--- src/cg_defs.svh ---
// Offsets, field positions, reset values and counts of the clock generator control
`ifndef CG_DEFS_SVH
`define CG_DEFS_SVH
// ----------------------------------------
// Register indices (byte address is four times the index)
// ----------------------------------------
`define CG_IDX_CONTROL 6'h1C
`define CG_IDX_BANDWIDTH 6'h1D
`define CG_IDX_MULT 6'h1E
// ----------------------------------------
// Field positions
// ----------------------------------------
`define CG_CTL_IE_BIT 7
`define CG_CTL_FLAG_BIT 6
`define CG_CTL_ON_BIT 5
`define CG_CTL_BCS_BIT 4
`define CG_BW_AUTO_BIT 7
`define CG_BW_LOCK_BIT 6
`define CG_BW_ACQ_BIT 5
`define CG_MUL_N_MSB 7
`define CG_MUL_N_LSB 4
`define CG_MUL_L_MSB 3
`define CG_MUL_L_LSB 0
// ----------------------------------------
// Reset values
// ----------------------------------------
`define CG_CTL_RST 8'h00
`define CG_BW_RST 8'h00
`define CG_MUL_RST 8'h66
// ----------------------------------------
// Counts and constants
// ----------------------------------------
`define CG_SWITCH_EDGES 2'h3
`define CG_LOCK_WINDOW 32
`define CG_LOCK_TOL 1
`define CG_UNLOCK_TOL 2
`define CG_TRACK_TOL 2
`define CG_UNTRACK_TOL 4
`define CG_NOM_HZ 32'h004B_0000
`endif

--- src/cg_pkg.sv ---
// Types shared by the clock generator control files
package cg_pkg;
  typedef logic [7:0] cg_byte_t;
  typedef logic [31:0] cg_word_t;
  typedef logic [3:0] cg_nib_t;
  typedef enum logic [0:0] {CG_RUN, CG_HOLD} cg_sw_state_t;
endpackage

--- src/cg_edge_if.sv ---
// Synchronised level and rising-edge event of one foreign clock
`timescale 1ns/1ps
`default_nettype none
interface cg_edge_if;
  logic level;
  logic rise;
  modport src (output level, output rise);
  modport dst (input level, input rise);
endinterface
`default_nettype wire

--- src/cg_pll_ctrl.sv ---
// Clock generator control: oscillator gate, feedback divider, lock detector, base clock selector
//
// Notes on behaviour
// - base clock is crystal or vco halved
// - crystal clock runs only when enabled
// - reference clocks buffered from crystal, same rate
// - vco divided by N forms feedback
// - vco centre is L times nominal
// - lock detector compares feedback and reference rates
// - acquisition mode shows select bit clear
// - tracking whenever not acquiring or bit set
// - automatic mode switches filter by itself
// - automatic select bit read-only, tolerance driven
// - automatic settled flag read-only, tolerance driven
// - interrupt on every settled toggle when enabled
// - manual mode makes select bit writable
// - manual mode kills settled flag and interrupts
// - output held during switch, three edges each, crystal alone if pll inactive
// - refuse illegal power and select changes
// - L zero disables pll, N zero acts one
`include "cg_defs.svh"
`timescale 1ns/1ps
`default_nettype none
module cg_pll_ctrl #(
  parameter int LOCK_WINDOW = `CG_LOCK_WINDOW,
  parameter int LOCK_TOL = `CG_LOCK_TOL,
  parameter int UNLOCK_TOL = `CG_UNLOCK_TOL,
  parameter int TRACK_TOL = `CG_TRACK_TOL,
  parameter int UNTRACK_TOL = `CG_UNTRACK_TOL
) (
  input wire logic sys_clk_i,
  input wire logic resetn_i,
  input wire logic [7:0] avs_address_i,
  input wire logic avs_read_i,
  input wire logic avs_write_i,
  input wire logic [3:0] avs_byteenable_i,
  input wire cg_pkg::cg_word_t avs_writedata_i,
  output logic [31:0] avs_readdata_o,
  output logic avs_waitrequest_o,
  input wire logic oscillator_enable_in_i,
  input wire logic crystal_amp_input_i,
  output logic crystal_amp_output_o,
  input wire logic vco_clock_i,
  output logic crystal_clock_o,
  output logic reference_clock_o,
  output logic final_reference_clock_o,
  output logic vco_feedback_clock_o,
  output logic base_clock_out_o,
  output logic pll_power_on_o,
  output logic filter_acquire_o,
  output logic [31:0] vco_center_hz_o,
  output logic [31:0] vco_min_hz_o,
  output logic [31:0] vco_max_hz_o,
  output logic settle_irq_o
);
  import cg_pkg::*;

  // ----------------------------------------
  // Declarations
  // ----------------------------------------
  cg_edge_if xclk_if ();
  cg_edge_if vclk_if ();
  logic wait_r;
  logic settle_irq_enable_r;
  logic flag_r;
  logic pll_power_on_r;
  logic base_source_select_r;
  logic auto_r;
  logic lock_r;
  logic lock_nxt;
  logic acq_r;
  cg_nib_t mult_n_r;
  cg_nib_t range_l_r;
  cg_nib_t n_eff;
  logic l_zero;
  logic pll_active;
  logic want_vco;
  logic rd_go;
  logic wr_go;
  logic [5:0] word_idx;
  cg_byte_t rd_byte;
  logic x_rise;
  logic v_rise;
  cg_nib_t fb_cnt_r;
  cg_nib_t fb_cnt_nxt;
  logic fb_wrap;
  logic fb_event;
  logic [7:0] ref_cnt_r;
  logic [7:0] fbw_cnt_r;
  logic win_end;
  logic [7:0] diff;
  cg_sw_state_t sw_state_r;
  logic sel_vco_r;
  logic [1:0] xcnt_r;
  logic [1:0] vcnt_r;
  logic new_on;
  logic new_bcs;

  // ----------------------------------------
  // Clock pin synchronisers
  // ----------------------------------------
  cg_clk_sync u_xsync (
    .sys_clk_i(sys_clk_i),
    .resetn_i(resetn_i),
    .pin_i(crystal_amp_input_i),
    .edge_o(xclk_if.src)
  );

  cg_clk_sync u_vsync (
    .sys_clk_i(sys_clk_i),
    .resetn_i(resetn_i),
    .pin_i(vco_clock_i),
    .edge_o(vclk_if.src)
  );

  // ----------------------------------------
  // Derived conditions
  // ----------------------------------------
  // zero multiplier treated as one
  assign n_eff = (mult_n_r == 4'h0) ? 4'h1 : mult_n_r;
  assign l_zero = (range_l_r == 4'h0);
  assign pll_active = pll_power_on_r && !l_zero;
  assign want_vco = base_source_select_r && !l_zero;
  assign x_rise = xclk_if.rise && oscillator_enable_in_i;
  assign v_rise = vclk_if.rise && pll_active;
  assign new_on = avs_writedata_i[`CG_CTL_ON_BIT];
  assign new_bcs = avs_writedata_i[`CG_CTL_BCS_BIT];

  // ----------------------------------------
  // Avalon-MM slave
  // ----------------------------------------
  assign word_idx = avs_address_i[7:2];
  assign rd_go = avs_read_i && !wait_r;
  assign wr_go = avs_write_i && !wait_r && avs_byteenable_i[0];

  // One wait cycle, then the request completes at the edge with waitrequest low
  always_ff @(posedge sys_clk_i or negedge resetn_i) begin
    if (!resetn_i) begin
      wait_r <= 1'b1;
    end else if ((avs_read_i || avs_write_i) && wait_r) begin
      wait_r <= 1'b0;
    end else begin
      wait_r <= 1'b1;
    end
  end

  always_comb begin
    rd_byte = 8'h00;
    unique case (word_idx)
      `CG_IDX_CONTROL: rd_byte = {settle_irq_enable_r, flag_r, pll_power_on_r, base_source_select_r, 4'h0};
      `CG_IDX_BANDWIDTH: rd_byte = {auto_r, lock_r, acq_r, 5'h00};
      `CG_IDX_MULT: rd_byte = {mult_n_r, range_l_r};
      default: rd_byte = 8'h00;
    endcase
  end

  // Read data loads as waitrequest falls, so it stands at the completing edge
  always_ff @(posedge sys_clk_i or negedge resetn_i) begin
    if (!resetn_i) begin
      avs_readdata_o <= 32'h0000_0000;
    end else if (avs_read_i && wait_r) begin
      avs_readdata_o <= {24'h00_0000, rd_byte};
    end
  end

  assign avs_waitrequest_o = wait_r;

  // ----------------------------------------
  // Control register
  // ----------------------------------------
  // reset gives pll off and crystal source
  always_ff @(posedge sys_clk_i or negedge resetn_i) begin
    if (!resetn_i) begin
      settle_irq_enable_r <= 1'(`CG_CTL_RST >> `CG_CTL_IE_BIT);
      pll_power_on_r <= 1'b0;
      base_source_select_r <= 1'b0;
    end else if (wr_go && (word_idx == `CG_IDX_CONTROL)) begin
      settle_irq_enable_r <= avs_writedata_i[`CG_CTL_IE_BIT];
      // refuse illegal power and select changes
      if (!((new_on != pll_power_on_r) && (new_bcs != base_source_select_r))) begin
        if ((new_on != pll_power_on_r) && !(!new_on && base_source_select_r)) begin
          pll_power_on_r <= new_on;
        end
        if ((new_bcs != base_source_select_r) && !(new_bcs && (!pll_power_on_r || l_zero))) begin
          base_source_select_r <= new_bcs;
        end
      end
    end
  end

  // ----------------------------------------
  // Bandwidth and multiplier registers
  // ----------------------------------------
  always_ff @(posedge sys_clk_i or negedge resetn_i) begin
    if (!resetn_i) begin
      auto_r <= 1'b0;
    end else if (wr_go && (word_idx == `CG_IDX_BANDWIDTH)) begin
      auto_r <= avs_writedata_i[`CG_BW_AUTO_BIT];
    end
  end

  always_ff @(posedge sys_clk_i or negedge resetn_i) begin
    if (!resetn_i) begin
      mult_n_r <= 4'(`CG_MUL_RST >> `CG_MUL_N_LSB);
      range_l_r <= 4'(`CG_MUL_RST);
    end else if (wr_go && (word_idx == `CG_IDX_MULT)) begin
      mult_n_r <= avs_writedata_i[`CG_MUL_N_MSB:`CG_MUL_N_LSB];
      range_l_r <= avs_writedata_i[`CG_MUL_L_MSB:`CG_MUL_L_LSB];
    end
  end

  // ----------------------------------------
  // Feedback divider
  // ----------------------------------------
  assign fb_wrap = (fb_cnt_r >= (n_eff - 4'h1));
  assign fb_cnt_nxt = fb_wrap ? 4'h0 : (fb_cnt_r + 4'h1);
  assign fb_event = v_rise && fb_wrap;

  // modulo N division of the vco clock
  always_ff @(posedge sys_clk_i or negedge resetn_i) begin
    if (!resetn_i) begin
      fb_cnt_r <= 4'h0;
      vco_feedback_clock_o <= 1'b0;
    end else if (!pll_active) begin
      fb_cnt_r <= 4'h0;
      vco_feedback_clock_o <= 1'b0;
    end else if (n_eff == 4'h1) begin
      fb_cnt_r <= 4'h0;
      vco_feedback_clock_o <= vclk_if.level;
    end else if (v_rise) begin
      fb_cnt_r <= fb_cnt_nxt;
      // Five bits, else N of fifteen wraps the half point to zero
      vco_feedback_clock_o <= ({1'b0, fb_cnt_nxt} < ((5'(n_eff) + 5'h01) >> 1));
    end
  end

  // ----------------------------------------
  // Lock detector
  // ----------------------------------------
  // rate difference over a fixed reference window
  assign win_end = x_rise && (ref_cnt_r == 8'(LOCK_WINDOW - 1));
  assign diff = (fbw_cnt_r > 8'(LOCK_WINDOW)) ? (fbw_cnt_r - 8'(LOCK_WINDOW)) : (8'(LOCK_WINDOW) - fbw_cnt_r);

  // count feedback edges per reference window
  always_ff @(posedge sys_clk_i or negedge resetn_i) begin
    if (!resetn_i) begin
      ref_cnt_r <= 8'h00;
      fbw_cnt_r <= 8'h00;
    end else if (!pll_active) begin
      ref_cnt_r <= 8'h00;
      fbw_cnt_r <= 8'h00;
    end else if (win_end) begin
      ref_cnt_r <= 8'h00;
      fbw_cnt_r <= {7'h00, fb_event};
    end else begin
      if (x_rise) begin
        ref_cnt_r <= ref_cnt_r + 8'h01;
      end
      if (fb_event && (fbw_cnt_r != 8'hFF)) begin
        fbw_cnt_r <= fbw_cnt_r + 8'h01;
      end
    end
  end

  // settled flag with lock and unlock tolerance
  always_comb begin
    lock_nxt = lock_r;
    // manual mode disables the settled flag
    if (!auto_r || !pll_active) begin
      lock_nxt = 1'b0;
    end else if (win_end && (diff <= 8'(LOCK_TOL))) begin
      lock_nxt = 1'b1;
    end else if (win_end && (diff > 8'(UNLOCK_TOL))) begin
      lock_nxt = 1'b0;
    end
  end

  always_ff @(posedge sys_clk_i or negedge resetn_i) begin
    if (!resetn_i) begin
      lock_r <= 1'b0;
    end else begin
      lock_r <= lock_nxt;
    end
  end

  // automatic mode drives select bit itself
  always_ff @(posedge sys_clk_i or negedge resetn_i) begin
    if (!resetn_i) begin
      acq_r <= 1'b0;
    end else if (auto_r) begin
      // track and untrack tolerance in auto mode
      if (!pll_active) begin
        acq_r <= 1'b0;
      end else if (win_end && (diff <= 8'(TRACK_TOL))) begin
        acq_r <= 1'b1;
      end else if (win_end && (diff > 8'(UNTRACK_TOL))) begin
        acq_r <= 1'b0;
      end
    end else if (wr_go && (word_idx == `CG_IDX_BANDWIDTH)) begin
      // manual writes set filter mode directly
      acq_r <= avs_writedata_i[`CG_BW_ACQ_BIT];
    end
  end

  // flag on every lock toggle, set beats read clear
  always_ff @(posedge sys_clk_i or negedge resetn_i) begin
    if (!resetn_i) begin
      flag_r <= 1'b0;
    end else if (!auto_r) begin
      flag_r <= 1'b0;
    end else if (lock_nxt != lock_r) begin
      flag_r <= 1'b1;
    end else if (rd_go && (word_idx == `CG_IDX_CONTROL)) begin
      flag_r <= 1'b0;
    end
  end

  // no interrupt request in manual mode
  always_ff @(posedge sys_clk_i or negedge resetn_i) begin
    if (!resetn_i) begin
      settle_irq_o <= 1'b0;
    end else begin
      settle_irq_o <= flag_r && settle_irq_enable_r && auto_r;
    end
  end

  // ----------------------------------------
  // Oscillator, reference and pll outputs
  // ----------------------------------------
  // gate the crystal clock with the enable
  always_ff @(posedge sys_clk_i or negedge resetn_i) begin
    if (!resetn_i) begin
      crystal_clock_o <= 1'b0;
      crystal_amp_output_o <= 1'b0;
    end else begin
      crystal_clock_o <= oscillator_enable_in_i && xclk_if.level;
      crystal_amp_output_o <= oscillator_enable_in_i && !xclk_if.level;
    end
  end

  // buffered reference keeps the crystal rate
  always_ff @(posedge sys_clk_i or negedge resetn_i) begin
    if (!resetn_i) begin
      reference_clock_o <= 1'b0;
      final_reference_clock_o <= 1'b0;
    end else begin
      reference_clock_o <= crystal_clock_o;
      final_reference_clock_o <= reference_clock_o;
    end
  end

  // acquisition shows while select bit clear
  always_ff @(posedge sys_clk_i or negedge resetn_i) begin
    if (!resetn_i) begin
      pll_power_on_o <= 1'b0;
      filter_acquire_o <= 1'b0;
    end else begin
      pll_power_on_o <= pll_active;
      filter_acquire_o <= pll_active && !acq_r;
    end
  end

  // centre is L times nominal, range half to double
  always_ff @(posedge sys_clk_i or negedge resetn_i) begin
    if (!resetn_i) begin
      vco_center_hz_o <= 32'h0000_0000;
      vco_min_hz_o <= 32'h0000_0000;
      vco_max_hz_o <= 32'h0000_0000;
    end else begin
      vco_center_hz_o <= 32'(range_l_r) * `CG_NOM_HZ;
      vco_min_hz_o <= (32'(range_l_r) * `CG_NOM_HZ) >> 1;
      vco_max_hz_o <= (32'(range_l_r) * `CG_NOM_HZ) << 1;
    end
  end

  // ----------------------------------------
  // Base clock selector
  // ----------------------------------------
  // hold output until three edges of each clock
  // An inactive pll counts as done for the vco edges, else leaving a dead pll would hang
  always_ff @(posedge sys_clk_i or negedge resetn_i) begin
    if (!resetn_i) begin
      sw_state_r <= CG_RUN;
      sel_vco_r <= 1'b0;
      xcnt_r <= 2'h0;
      vcnt_r <= 2'h0;
    end else begin
      unique case (sw_state_r)
        CG_RUN: begin
          xcnt_r <= 2'h0;
          vcnt_r <= 2'h0;
          if (want_vco != sel_vco_r) begin
            sw_state_r <= CG_HOLD;
          end
        end
        CG_HOLD: begin
          if (x_rise && (xcnt_r != `CG_SWITCH_EDGES)) begin
            xcnt_r <= xcnt_r + 2'h1;
          end
          if (v_rise && (vcnt_r != `CG_SWITCH_EDGES)) begin
            vcnt_r <= vcnt_r + 2'h1;
          end
          if ((xcnt_r == `CG_SWITCH_EDGES) && ((vcnt_r == `CG_SWITCH_EDGES) || !pll_active)) begin
            sel_vco_r <= want_vco;
            sw_state_r <= CG_RUN;
          end
        end
      endcase
    end
  end

  // divide the selected source by two
  always_ff @(posedge sys_clk_i or negedge resetn_i) begin
    if (!resetn_i) begin
      base_clock_out_o <= 1'b0;
    end else if (sw_state_r == CG_RUN) begin
      if (sel_vco_r ? v_rise : x_rise) begin
        base_clock_out_o <= !base_clock_out_o;
      end
    end
  end
endmodule
`default_nettype wire

--- src/cg_clk_sync.sv ---
// Three-stage synchroniser that turns a foreign clock into level and edge events
`timescale 1ns/1ps
`default_nettype none
module cg_clk_sync (
  input wire logic sys_clk_i,
  input wire logic resetn_i,
  input wire logic pin_i,
  cg_edge_if.src edge_o
);
  import cg_pkg::*;
  logic s1_r;
  logic s2_r;
  logic s3_r;
  logic level_r;
  logic rise_r;

  // ----------------------------------------
  // Stages; the first stage feeds only the second
  // ----------------------------------------
  always_ff @(posedge sys_clk_i or negedge resetn_i) begin
    if (!resetn_i) begin
      s1_r <= 1'b0;
      s2_r <= 1'b0;
      s3_r <= 1'b0;
    end else begin
      s1_r <= pin_i;
      s2_r <= s1_r;
      s3_r <= s2_r;
    end
  end

  // A change counts only once two later stages agree
  always_ff @(posedge sys_clk_i or negedge resetn_i) begin
    if (!resetn_i) begin
      level_r <= 1'b0;
      rise_r <= 1'b0;
    end else begin
      rise_r <= (s2_r == s3_r) && s3_r && !level_r;
      if (s2_r == s3_r) begin
        level_r <= s3_r;
      end
    end
  end

  assign edge_o.level = level_r;
  assign edge_o.rise = rise_r;
endmodule
`default_nettype wire

--- config.mk ---
export PLATFORM = sky130hd
export DESIGN_NAME = cg_pll_ctrl
export DESIGN_NICKNAME = d
export VERILOG_FILES = /design/src/cg_pkg.sv /design/src/cg_edge_if.sv /design/src/cg_pll_ctrl.sv /design/src/cg_clk_sync.sv
export VERILOG_INCLUDE_DIRS = /design/src
export SDC_FILE = /design/constraint.sdc
export NUM_CORES = 1
export LEC_CHECK = 0
export BUFFER_PORTS_ARGS = -buffer_cell sky130_fd_sc_hd__buf_2
export CORE_UTILIZATION = 25
export DETAILED_ROUTE_END_ITERATION = 7
export PLACE_DENSITY = 0.48
export SETUP_SLACK_MARGIN = 0.5
export SLEW_MARGIN = 20
export SYNTH_ARGS = -nofsm -noshare
export SYNTH_HDL_FRONTEND = slang
export SYNTH_SLANG_ARGS = --single-unit
--- constraint.sdc ---
create_clock -name sys_clk_i -period 3.55 [get_ports sys_clk_i]
set_clock_uncertainty 0.15 [all_clocks]
set_input_delay 0.355 -clock sys_clk_i [delete_from_list [all_inputs] [get_ports sys_clk_i]]
set_output_delay 0.355 -clock sys_clk_i [all_outputs]
set_load 0.02 [all_outputs]
## Yosys cells after proc, flatten, opt, wreduce, memory -nomap -nowiden

Cells that the tools add are included.

| operators by class | value |
|---|---|
| add/sub/neg operators | 9 |
| multipliers | 1 |
| $lt $le $gt $ge | 7 |
| equal/unequal tests | 23 |
| muxes and demuxes | 36 |
| bitwise operators | 2 |
| reduce and logical (&&, ||, !) cells | 61 |

Operators with widths:

| operator | count |
|---|---|
| $mux W8 | 7 |
| $logic_and A1 B1 Y1 | 37 |
| $pmux W8 S3 | 1 |
| $mux W4 | 5 |
| $eq A6 B5 Y1 const B | 3 |
| $mux W1 | 18 |
| $add A8 B1 Y8 const B | 2 |
| $logic_not A1 Y1 | 12 |
| $ne A3 B1 Y1 const B | 4 |
| $mul A4 B7 Y11 const B | 1 |
| $eq A8 B5 Y1 const B | 1 |
| $gt A8 B2 Y1 const B | 1 |
| $gt A8 B3 Y1 const B | 1 |
| $gt A8 B6 Y1 const B | 1 |
| $le A8 B1 Y1 const B | 1 |
| $le A8 B2 Y1 const B | 1 |
| $logic_not A4 Y1 | 2 |
| $ne A8 B8 Y1 const B | 1 |
| $pmux W2 S2 | 2 |
| $sub A6 B8 Y8 const A | 1 |
| $sub A8 B6 Y8 const B | 1 |
| $reduce_and A2 Y1 | 3 |
| $reduce_and A3 Y1 | 2 |
| $add A4 B1 Y5 const B | 1 |
| 17 further kinds | 30 |

| word-level totals | value |
|---|---|
| register bits | 80 |
| input port bits | 51 |
| output and inout bits | 138 |
| logic and storage cells | 177 |

## Logic depth before layout (Yosys ltp)

Gate-level depths: netlist of the first run.

| depth | value |
|---|---|
| word-level depth | 10 |
| mapped depth | 15 |
| mapped depth without buffers | 14 |

## Hierarchy

From an unflattened synthesis of the first run, not the netlist that was laid out.

| second synthesis, totals | value |
|---|---|
| cell total of the unflattened synthesis | 530 |
| area, all modules | 5121.2 um^2 |

By module, submodules not included:

| module | instances | cells each | area each (um^2) | sequential area each (um^2) |
|---|---|---|---|---|
| cg_pll_ctrl | 1 | 514 | 4803.4 | 1757.9 |
| cg_clk_sync | 2 | 8 | 158.9 | 125.1 |

## Least setup slack after synthesis of the first run

OpenSTA, ideal clock, no wires.

| path | value |
|---|---|
| path type | reg2reg |
| start | register mult_n_r[2] |
| end | register vco_feedback_clock_o |
| setup time | 78 ps |
| arrival time | 2920 ps |
| data required time | 3322 ps |
| slack | 403 ps |
| cell stages (with the launch flop) | 15 |
| path buffers | 1 |
| period minus slack after synthesis | 3147 ps |
| cell sequence | dfstp_2 clkbuf_1 nor3_1 or2_2 ha_1 inv_1 ha_1 a21oi_1 o21ai_0 nor2_1 ha_1 nand2b_1 o221ai_1 o221ai_1 a21oi_1 |

| between the ends | value |
|---|---|
| word-level cells in the longest chain between the ends | 9 |
| elaborated cells between the ends (all ways) | 12 |
| those cells by class | 2 x add/sub; 2 x order compare; 2 x eq/ne; 5 x mux; 1 x reduce/logical |

RTL lines:

| item | RTL line | source |
|---|---|---|
| start: declaration | cg_pll_ctrl.sv:72 | `cg_nib_t mult_n_r;` |
| start signal: assignment | cg_pll_ctrl.sv:204 | `` mult_n_r <= 4'(`CG_MUL_RST >> `CG_MUL_N_LSB); `` |
| start signal: assignment | cg_pll_ctrl.sv:207 | `` mult_n_r <= avs_writedata_i[`CG_MUL_N_MSB:`CG_MUL_N_LSB]; `` |
| $logic_not A4 Y1 | cg_pll_ctrl.sv:120 | `assign n_eff = (mult_n_r == 4'h0) ? 4'h1 : mult_n_r;` |
| $mux W4 (*) | cg_pll_ctrl.sv:120 |  |
| $sub A4 B1 Y4 | cg_pll_ctrl.sv:215 | `assign fb_wrap = (fb_cnt_r >= (n_eff - 4'h1));` |
| $ge A4 B4 Y1 | cg_pll_ctrl.sv:215 |  |
| $mux W4 | cg_pll_ctrl.sv:216 | `assign fb_cnt_nxt = fb_wrap ? 4'h0 : (fb_cnt_r + 4'h1);` |
| $lt A4 B4 Y1 | cg_pll_ctrl.sv:233 | `vco_feedback_clock_o <= ({1'b0, fb_cnt_nxt} < ((5'(n_eff) + 5'h01) >> 1));` |
| $mux W1 | cg_pll_ctrl.sv:230 | `end else if (v_rise) begin` |
| $mux W1 | cg_pll_ctrl.sv:227 | `end else if (n_eff == 4'h1) begin` |
| $mux W1 | cg_pll_ctrl.sv:224 | `end else if (!pll_active) begin` |
| end signal: assignment | cg_pll_ctrl.sv:229 | `vco_feedback_clock_o <= vclk_if.level;` |
| end signal: assignment | cg_pll_ctrl.sv:233 |  |
| end: declaration | cg_pll_ctrl.sv:47 | `output logic vco_feedback_clock_o,` |

Mark *: on every way between the ends. The rest lies on a longest branch, timed or not. The select of a mux whose other input is x is not followed.
A chain may end at the register's enable or synchronous reset.

## Worst setup path in the final report of the first run

| path | value |
|---|---|
| start | register fbw_cnt_r[0] |
| end | register flag_r |

| between the ends | value |
|---|---|
| word-level cells in the longest chain between the ends | 10 |
| elaborated cells between the ends (all ways) | 15 |
| those cells by class | 2 x add/sub; 3 x order compare; 2 x eq/ne; 6 x mux; 2 x reduce/logical |

RTL lines:

| item | RTL line | source |
|---|---|---|
| start: declaration | cg_pll_ctrl.sv:89 | `logic [7:0] fbw_cnt_r;` |
| start signal: assignment | cg_pll_ctrl.sv:254 | `fbw_cnt_r <= {7'h00, fb_event};` |
| start signal: assignment | cg_pll_ctrl.sv:260 | `fbw_cnt_r <= fbw_cnt_r + 8'h01;` |
| $sub A6 B8 Y8, or another cell as far along | cg_pll_ctrl.sv:242 | `assign diff = (fbw_cnt_r > 8'(LOCK_WINDOW)) ? (fbw_cnt_r - 8'(LOCK_WINDOW)) : (8'(LOCK_WINDOW) - fbw_cnt_r);` |
| $mux W8 (*) | cg_pll_ctrl.sv:242 |  |
| $gt A8 B2 Y1 | cg_pll_ctrl.sv:273 | `end else if (win_end && (diff > 8'(UNLOCK_TOL))) begin` |
| $logic_and A1 B1 Y1 | cg_pll_ctrl.sv:273 |  |
| $mux W1 | cg_pll_ctrl.sv:273 |  |
| $mux W1 (*) | cg_pll_ctrl.sv:271 | `end else if (win_end && (diff <= 8'(LOCK_TOL))) begin` |
| $mux W1 (*) | cg_pll_ctrl.sv:269 | `if (!auto_r \|\| !pll_active) begin` |
| $ne A1 B1 Y1 (*) | cg_pll_ctrl.sv:311 | `end else if (lock_nxt != lock_r) begin` |
| $mux W1 | cg_pll_ctrl.sv:311 |  |
| $mux W1 | cg_pll_ctrl.sv:309 | `end else if (!auto_r) begin` |
| end signal: assignment | cg_pll_ctrl.sv:308 | `flag_r <= 1'b0;` |
| end signal: assignment | cg_pll_ctrl.sv:310 | `flag_r <= 1'b0;` |
| end signal: assignment | cg_pll_ctrl.sv:312 | `flag_r <= 1'b1;` |
| end: declaration | cg_pll_ctrl.sv:65 | `logic flag_r;` |

Mark *: on every way between the ends. The rest lies on a longest branch, timed or not.

==> flow_summary.yaml, run 1 <==
status:
  status: "finished, violations left"
  violations: "design-rule violations"
place:
  port_buffers: 72
  placed_cells: 847
  hpwlAfterDp_mm: 7.34
  globalplace.congestion: 0.725
logic_synthesis:
  yosys.area.top_type: "dfrtp_1"
  ys_top_cells_by_area: "dfrtp_1 (36%), buf_4 (16%), ha_1 (9.0%)"
  synthesis.area_um2: 5140
  synth_enable_flop_cells: 0
  yosysWarnings: 0
  yosysSeqAreaShare: 0.391
  synth_cell_types: 55
  synth-main-ff-cell: "dfrtp_1"
  synth_top_area_frac: 0.365
  syn_area_per_cell_um2: 9.59
  synthCells: 536
  ys_ff_latch: 80
  async_flop_share: 1.00
die:
  core-area_um2: 20200
  fp-row-count: 52
  start_util: 0.255
  num_io_pins: 189
  die-area_um2: 21100
  die_w_um: 145
  die_h_um: 145
min_path:
  holdPathStages: 2
  min-delay-start: "avs_write_i"
  min_to: "avs_waitrequest_o$_DFF_PN1_"
  hp-class: "input pin to flip-flop"
cts:
  numCtsBuffers: 9
  cts.htree.levels: 3
  cts_tree: "yes"
  clock_sinks: 80
  clk_pin_slew_ns: 0.06
  clk_path_buf_depth: 2
  root_buffer: "clkbuf_16"
  insertion_delay_ns: 0.34
timing:
  setup_viol: 0
  tns_ns: 0
  whs_ns: 0.0403
  hold_viol: 0
  fin_crit_sh: 0.808
  grt_setup_unrepaired: "no"
  max_freq_ghz: 0.349
  worst_slew_pin_slew_ns: 0.816
  post-route-min-period_ns: 2.87
  maxSlewViolCount: 0
  slew_headroom: 0.451
final_layout:
  nets: 684
  final_cell_mix: "conb_1 (87), dfrtp_1 (74), buf_2 (71), nor2_1 (43), nand2_1 (38)"
  stdcell_count: 870
  fill_cells: 2181
  area_delta_synth_final_pct: 10.5
  final_common_cell: "conb_1"
  drive_gt1_frac: 0.212
  antenna_cells: 0
pwr:
  ir_worst_vdd_mv: 0.225
  leakagePower_nw: 2.74
  powerDensity_nw_per_um2: 464
  total_power_mw: 2.64
detailed_routing:
  drt_iter0_drc: 159
  drc: 1
  wl_per_cell_um: 11.3
  detail_route.first_pass.iterations: 6
  drt-total-wl_mm: 9.86
  via_count: 3424
  postRouteAntennaNets: 0
  vias_per_cell: 3.94
global_route:
  grt_max_degree: 38
  antenna_found_initial: 0
  top_usage_layer: "met2"
  grtUsageMet1: 0.124
  use_met2: 0.157
  grt_pass1_vias: 3234
  grtUsageMet3: 0.0235
  track_usage: 0.0969
  grt_overflow: 0
  grt_pass1_wl_mm: 16.1
critical_path:
  crit_path_start_kind: "flip-flop"
  path_max_fanout: 7
  rr_worst_depth: 8
  rr_endpoint: "flag_r$_DFFE_PN0P_"
  crit_arrival_ns: 2.95
  required_ns: 3.63
  cp-end-kind: "flip-flop"
  r2r_start: "fbw_cnt_r[0]$_DFFE_PN0P_"
  r2r_slack_ns: 0.68
  critPathKind: "flip-flop to flip-flop"
flow_run:
  max_cap_viol_count: 0
## cells in the mapped netlist, drive strengths merged, types with 6 or more instances
| cell type | n |
|---|---|
| ha | 37 |
| nor2b | 6 |
| xor2 | 11 |
| nand2 | 38 |
| a21oi | 18 |
| dfrtp | 75 |
| o21ai | 21 |
| nor3 | 7 |
| clkbuf | 11 |
| mux2 | 6 |
| inv | 25 |
| nor2 | 43 |
| nand2b | 6 |
| buf | 112 |
| nand3 | 13 |
| xnor2 | 18 |
| mux2i | 10 |
| a22o | 8 |
## cell families after synthesis
group           after synthesis  share of synthesized area
flops                        80                      0.391
compound gates               76                     0.0995
fa+ha+maj                    38                     0.0939
other cells                   1                   0.000729
buf+inv                     148                      0.191
simple gates                148                      0.142
xor+xnor                     29                     0.0494
mux                          16                     0.0326
## cell type report
| cell class | instances | area, um^2 | area share |
|---|---|---|---|
| tap | 270 | 338 | 0.0594 |
| multi-input combinational | 394 | 2500 | 0.440 |
| inverter | 25 | 93.8 | 0.0165 |
| sequential | 80 | 2010 | 0.354 |
| timing repair buffer | 85 | 468 | 0.0823 |
| clock buffer | 12 | 246 | 0.0434 |
| clock inverter | 4 | 30.0 | 0.00528 |
## registers in the layout, summed over array words and instances (netlist names), 2 cells and up
name	cells
xcnt_r	2
ref_cnt_r	8
mult_n_r	4
range_l_r	4
vcnt_r	2
avs_readdata_o	8
fbw_cnt_r	8
vco_center_hz_o	11
fb_cnt_r	4
## routing by layer
metal	part of all wire	vias up
met5	0	-
met4	0.016	0
met3	0.029	9
met2	0.48	69
met1	0.48	1624
li1	-	1722
## worst max path at each step
stage                              from                               end  cells past startpoint
2_1_floorplan   mult_n_r[2]$_DFFE_PN1P_  vco_feedback_clock_o$_DFFE_PN0P_                     14
3_3_place_gp    mult_n_r[2]$_DFFE_PN1P_          fbw_cnt_r[7]$_DFFE_PN0P_                     10
3_5_place_dp    mult_n_r[2]$_DFFE_PN1P_          fbw_cnt_r[7]$_DFFE_PN0P_                     10
4_1_cts         mult_n_r[1]$_DFFE_PN1P_  vco_feedback_clock_o$_DFFE_PN0P_                     13
5_1_grt         mult_n_r[1]$_DFFE_PN1P_  vco_feedback_clock_o$_DFFE_PN0P_                     14
6_report       fbw_cnt_r[0]$_DFFE_PN0P_                flag_r$_DFFE_PN0P_                      8
## power by group
group	switching [mW]	internal (mW)	total, mW
registers	0.0637	0.997	1.06
clock network	0.369	0.494	0.863
logic	0.483	0.231	0.714
## timing repair
| item | CTS | global route |
|---|---|---|
| gates resized for setup | 1 | 10 |
| hold buffers | 3 | 0 |
| setup endpoints to repair | 4 | 4 |
| setup buffers | 2 | 2 |
| hold endpoints to repair | 34 | 0 |
| pin swaps | 0 | 3 |
## through the flow
| stage | utilization | cell area, um^2 | setup WS, ns |
|---|---|---|---|
| 5_1_grt | 0.282 | 5680 | 0.503 |
| 4_1_cts | 0.280 | 5650 | 0.541 |
| 3_5_place_dp | 0.264 | 5320 | 0.488 |
| 6_report | 0.282 | 5680 | 0.683 |
| 3_3_place_gp | 0.264 | 5320 | 0.476 |
| 2_1_floorplan | - | 5470 | 0.520 |
## worst max-delay path: stages, from the launching register on
cell and delay [ns]:
dfrtp_1 0.48, inv_2 0.14, ha_2 0.23, or4b_4 0.51, a21oi_4 0.23, mux2i_1 0.26, nand4_1 0.19, a221o_2 0.40
a21o_1 0.17
(Power assumes the default switching activity.)
==> run 2, diff against run 1 <==
--- a/config.mk
+++ b/config.mk
@@ -9,7 +9,7 @@
 export BUFFER_PORTS_ARGS = -buffer_cell sky130_fd_sc_hd__buf_2
 export CORE_UTILIZATION = 25
 export DETAILED_ROUTE_END_ITERATION = 7
-export PLACE_DENSITY = 0.48
+export PLACE_DENSITY = 0.5
 export SETUP_SLACK_MARGIN = 0.5
 export SLEW_MARGIN = 20
 export SYNTH_ARGS = -nofsm -noshare
==> constraint.sdc (replaced) <==
create_clock -name sys_clk_i -period 2.5 [get_ports sys_clk_i]
set_clock_uncertainty 0.15 [all_clocks]
set_input_delay 0.25 -clock sys_clk_i [delete_from_list [all_inputs] [get_ports sys_clk_i]]
set_output_delay 0.25 -clock sys_clk_i [all_outputs]
set_load 0.02 [all_outputs]
==> flow_summary.yaml, run 2 (synthesis results as in run 1) <==
detailed_routing:
  vias_per_cell: 4.01
  drt_iter0_drc: 102
  postRouteAntennaNets: 0
  drt-total-wl_mm: 10.5
  via_count: 3738
  wl_per_cell_um: 11.2
  drc: 0
  detail_route.first_pass.iterations: 4
critical_path:
  crit_arrival_ns: 2.76
  crit_path_top_delay_cell: "dfstp_2"
  cp-end-kind: "flip-flop"
  critPathKind: "flip-flop to flip-flop"
  path_max_fanout: 7
  required_ns: 2.62
  crit_path_start_kind: "flip-flop"
  crit_buf_inv: 1
  cpLargestDelayFamily: "adder cells"
  critPathMaxStageDelay_ns: 0.54
  crit_chain: "nor3_2, or2_4, ha_4, inv_4, ha_4, a21oi_4, o21a_4, and2_4, ha_1, a21o_1, a21oi_1"
  cp_common_cell: "ha_4"
status:
  violations: "negative setup slack"
  status: "finished, violations left"
die:
  fp-row-count: 52
  num_io_pins: 189
  start_util: 0.255
  die-area_um2: 21100
  core-area_um2: 20200
  die_w_um: 145
  die_h_um: 145
cts:
  clock_sinks: 80
  numCtsBuffers: 9
  cts.htree.levels: 3
  clk_path_buf_depth: 2
  clk_pin_slew_ns: 0.07
  cts_tree: "yes"
  insertion_delay_ns: 0.35
  root_buffer: "clkbuf_16"
timing:
  grt_setup_unrepaired: "yes"
  whs_ns: 0.0253
  hold_viol: 0
  post-route-min-period_ns: 2.64
  finalWorstSetupSlack_ns: -0.136
  max_freq_ghz: 0.379
  fin_crit_sh: 1.05
  worst_slew_pin_slew_ns: 0.533
  slew_headroom: 0.645
  maxSlewViolCount: 0
  tns_ns: -0.518
  setup_viol: 10
final_layout:
  fin_area_um2: 6760
  area_delta_synth_final_pct: 31.4
  largest_reg_flops: 11
  antenna_cells: 0
  nets: 747
  largest_register: "vco_center_hz_o"
  fill_cells: 2089
  final_common_cell: "conb_1"
  final_cell_mix: "conb_1 (87), dfrtp_1 (75), buf_2 (71), buf_4 (47), nor2_1 (38)"
  drive_gt1_frac: 0.376
global_route:
  grt_overflow: 0
  grt_pass1_wl_mm: 17.2
  grt_max_degree: 43
  track_usage: 0.103
  grt_pass1_vias: 3522
  antenna_found_initial: 0
flow_run:
  max_cap_viol_count: 0
pwr:
  leakagePower_nw: 3.20
  ir_worst_vdd_mv: 0.325
  powerDensity_nw_per_um2: 629
place:
  globalplace.congestion: 0.784
  placed_area_um2: 5710
  hpwlAfterDp_mm: 7.61
  place_ws_ns: -0.199
  port_buffers: 72
min_path:
  hp-class: "input pin to flip-flop"
[run 2: worst reg2reg max path, stage by stage, from the launching register on]
cell and delay, ns:
dfstp_2 0.54, nor3_2 0.04, or2_4 0.25, ha_4 0.28, inv_4 0.04, ha_4 0.23, a21oi_4 0.17, o21a_4 0.22
and2_4 0.17, ha_1 0.22, a21o_1 0.15, a21oi_1 0.11
[run 2: through the flow]
stage                     std cells   util  total power, mW
after CTS                       925  0.322             4.22
after global placement          880  0.283             2.66
final                           933  0.335             4.25
after detailed placement        880  0.283             2.66
after global routing            933  0.335             4.47
after floorplan                 622      -             2.55
[run 2: routing by layer]
| layer | vias to the layer above | track usage | part of all wire |
|---|---|---|---|
| met5 | - | 0 | 0 |
| met4 | 0 | 0.0411 | 0.016 |
| met3 | 11 | 0.0241 | 0.039 |
| met2 | 89 | 0.163 | 0.47 |
| met1 | 1778 | 0.136 | 0.48 |
| li1 | 1860 | - | - |
[run 2: where the power goes]
| part | switching, mW | internal [mW] | total [mW] |
|---|---|---|---|
| Clock | 0.584 | 0.786 | 1.37 |
| Combinational | 0.818 | 0.558 | 1.38 |
| Sequential | 0.0857 | 1.41 | 1.50 |
[run 2: repair_timing]
action	4_1_cts	5_1_grt
gates cloned	0	0
setup endpoints to repair	29	29
buffers inserted	18	8
pin swaps	32	23
resized for setup	55	38
hold buffers	11	0
endpoints found under the hold margin	42	0
[run 2: cell type report]
| type | count | area, um^2 | share of cell area |
|---|---|---|---|
| Clock buffer | 9 | 225 | 0.0333 |
| Timing Repair Buffer | 148 | 1050 | 0.155 |
| Inverter | 25 | 106 | 0.0157 |
| Sequential cell | 80 | 2010 | 0.297 |
| Multi-Input combinational cell | 394 | 2950 | 0.437 |
| Clock inverter | 7 | 80.1 | 0.0119 |
| Tap cell | 270 | 338 | 0.0500 |
[run 2: path summary, 6_finish.rpt]
check	start	to	slack [ns]	depth (start not counted)
worst max-delay path	mult_n_r[2]$_DFFE_PN1P_	vco_feedback_clock_o$_DFFE_PN0P_	-0.14	11
worst min-delay path	avs_writedata_i[5]	mult_n_r[1]$_DFFE_PN1P_	0.03	3
worst max register to register	mult_n_r[2]$_DFFE_PN1P_	vco_feedback_clock_o$_DFFE_PN0P_	-0.14	11
worst min register to register	u_vsync.s1_r$_DFF_PN0_	u_vsync.s2_r$_DFF_PN0_	0.21	0
max in group asynchronous	resetn_i	fbw_cnt_r[2]$_DFFE_PN0P_	1.32	3
min in group asynchronous	resetn_i	base_clock_out_o$_DFFE_PN0P_	0.27	2
==> run 3, diff against run 2 <==
--- a/config.mk
+++ b/config.mk
@@ -7,6 +7,7 @@
 export NUM_CORES = 1
 export LEC_CHECK = 0
 export BUFFER_PORTS_ARGS = -buffer_cell sky130_fd_sc_hd__buf_2
+export CORE_MARGIN = 4
 export CORE_UTILIZATION = 25
 export DETAILED_ROUTE_END_ITERATION = 7
 export PLACE_DENSITY = 0.5
@@ -15,3 +16,4 @@
 export SYNTH_ARGS = -nofsm -noshare
 export SYNTH_HDL_FRONTEND = slang
 export SYNTH_SLANG_ARGS = --single-unit
+export TNS_END_PERCENT = 50
==> flow_summary.yaml, run 3 (synthesis results as in run 1) <==
cts:
  root_buffer: "clkbuf_16"
  clock_sinks: 80
  insertion_delay_ns: 0.34
  clk_path_buf_depth: 2
  numCtsBuffers: 9
  cts_tree: "yes"
  cts.htree.levels: 3
  clk_pin_slew_ns: 0.06
global_route:
  grt_overflow: 0
  grt_pass1_wl_mm: 17.8
  grt_max_degree: 67
  antenna_found_initial: 0
  grt_pass1_vias: 3617
  track_usage: 0.0982
die:
  die-area_um2: 22900
  core-area_um2: 20200
  die_h_um: 151
  fp-row-count: 52
  die_w_um: 151
  num_io_pins: 189
  start_util: 0.254
timing:
  maxSlewViolCount: 0
  fin_crit_sh: 1.07
  grt_setup_unrepaired: "yes"
  max_freq_ghz: 0.374
  tns_ns: -0.825
  finalWorstSetupSlack_ns: -0.174
  setup_viol: 12
  hold_viol: 0
  post-route-min-period_ns: 2.67
pwr:
  leakagePower_nw: 3.10
  powerDensity_nw_per_um2: 614
  ir_worst_vdd_mv: 0.289
  total_power_mw: 4.01
final_layout:
  fin_area_um2: 6530
  antenna_cells: 0
  largest_register: "vco_center_hz_o"
  seq_area_um2: 2010
  drive_gt1_frac: 0.354
  largest_reg_flops: 11
  fill_cells: 2072
  multi_input_area_um2: 2930
  nets: 728
  final_cell_mix: "conb_1 (87), dfrtp_1 (75), buf_2 (71), buf_4 (37), nor2_1 (36)"
  final_common_cell: "conb_1"
  area_delta_synth_final_pct: 26.9
flow_run:
  max_cap_viol_count: 0
detailed_routing:
  detail_route.first_pass.iterations: 4
  drc: 0
  drt_iter0_drc: 148
  postRouteAntennaNets: 0
  vias_per_cell: 4.03
  via_count: 3681
  wl_per_cell_um: 12.1
  drt-total-wl_mm: 11.0
place:
  placed_area_um2: 5710
  hpwlAfterDp_mm: 8.26
  globalplace.congestion: 0.772
  port_buffers: 72
status:
  status: "finished, violations left"
  violations: "negative setup slack"
critical_path:
  required_ns: 2.57
  r2r_slack_ns: -0.17
  critPathKind: "flip-flop to flip-flop"
  crit_arrival_ns: 2.75
  critPathMaxStageDelay_ns: 0.54
  crit_path_top_delay_cell: "dfstp_2"
  path_max_fanout: 6
  crit_path_start_kind: "flip-flop"
  crit_chain: "nor3_2, or2_4, ha_4, inv_4, ha_4, a21oi_4, o21a_4, buf_6, buf_6, nor4b_4, xnor2_1, nor2_1"
  cp-end-kind: "flip-flop"
min_path:
  hp-class: "input pin to flip-flop"
-- run 3: final cells by class --
type | count | share of cell area
Tap cell | 270 | 0.0518
Clock inverter | 5 | 0.00537
Inverter | 25 | 0.0159
Timing Repair Buffer | 129 | 0.134
Clock buffer | 11 | 0.0357
Sequential cell | 80 | 0.308
Multi-Input combinational cell | 394 | 0.449
-- run 3: power breakdown --
| part | internal, mW | switching, mW | leakage [nW] |
|---|---|---|---|
| logic | 0.500 | 0.810 | 1.94 |
| clock network | 0.671 | 0.532 | 0.118 |
| registers | 1.42 | 0.0813 | 1.04 |
| total | 2.59 | 1.42 | 3.10 |
-- run 3: path summary, 6_finish.rpt --
kind | from | end | cells past startpoint
setup reg to reg | mult_n_r[1]$_DFFE_PN1P_ | fbw_cnt_r[4]$_DFFE_PN0P_ | 12
setup / recovery | mult_n_r[1]$_DFFE_PN1P_ | fbw_cnt_r[4]$_DFFE_PN0P_ | 12
hold / removal | avs_writedata_i[7] | settle_irq_enable_r$_DFFE_PN0P_ | 3
hold reg to reg | u_xsync.s1_r$_DFF_PN0_ | u_xsync.s2_r$_DFF_PN0_ | 0
min in group asynchronous | resetn_i | crystal_clock_o$_DFF_PN0_ | 2
max in group asynchronous | resetn_i | avs_waitrequest_o$_DFF_PN1_ | 3
-- run 3: through the flow --
| step | hold slack [ns] | cells | worst slack (ns) | util |
|---|---|---|---|---|
| after detailed placement | -0.0230 | 881 | -0.242 | 0.282 |
| after global placement | -0.0288 | 881 | -0.202 | 0.282 |
| after floorplan | -0.196 | 622 | -0.201 | - |
| final | 0.0218 | 914 | -0.174 | 0.323 |
| after CTS | 0.00554 | 910 | -0.146 | 0.311 |
| after global routing | 0.0202 | 914 | -0.273 | 0.323 |
-- run 3: repair_timing --
| item | CTS | global route |
|---|---|---|
| setup endpoints to repair | 29 | 31 |
| pin swaps | 29 | 34 |
| hold buffers | 9 | 0 |
| gates resized for setup | 36 | 45 |
| hold endpoints to repair | 82 | 0 |
| setup buffers | 4 | 4 |
-- run 3: per-layer routing --
layer / vias up / track usage / share of wire
li1: 1827 / - / -
met1: 1760 / 0.127 / 0.45
met2: 81 / 0.160 / 0.48
met3: 13 / 0.0183 / 0.048
met4: 0 / 0.0422 / 0.018
met5: - / 0 / 0
-- run 3: critical path, delay by kind of cell (launching register included) --
family	cells	cell delay, ns
buffers and inverters	3	0.28
adder cells (fa/ha/maj)	2	0.54
flip-flops	1	0.54
XOR/XNOR	1	0.14
AND/OR/NAND/NOR	4	0.60
AO/OA/AOI/OAI	2	0.30
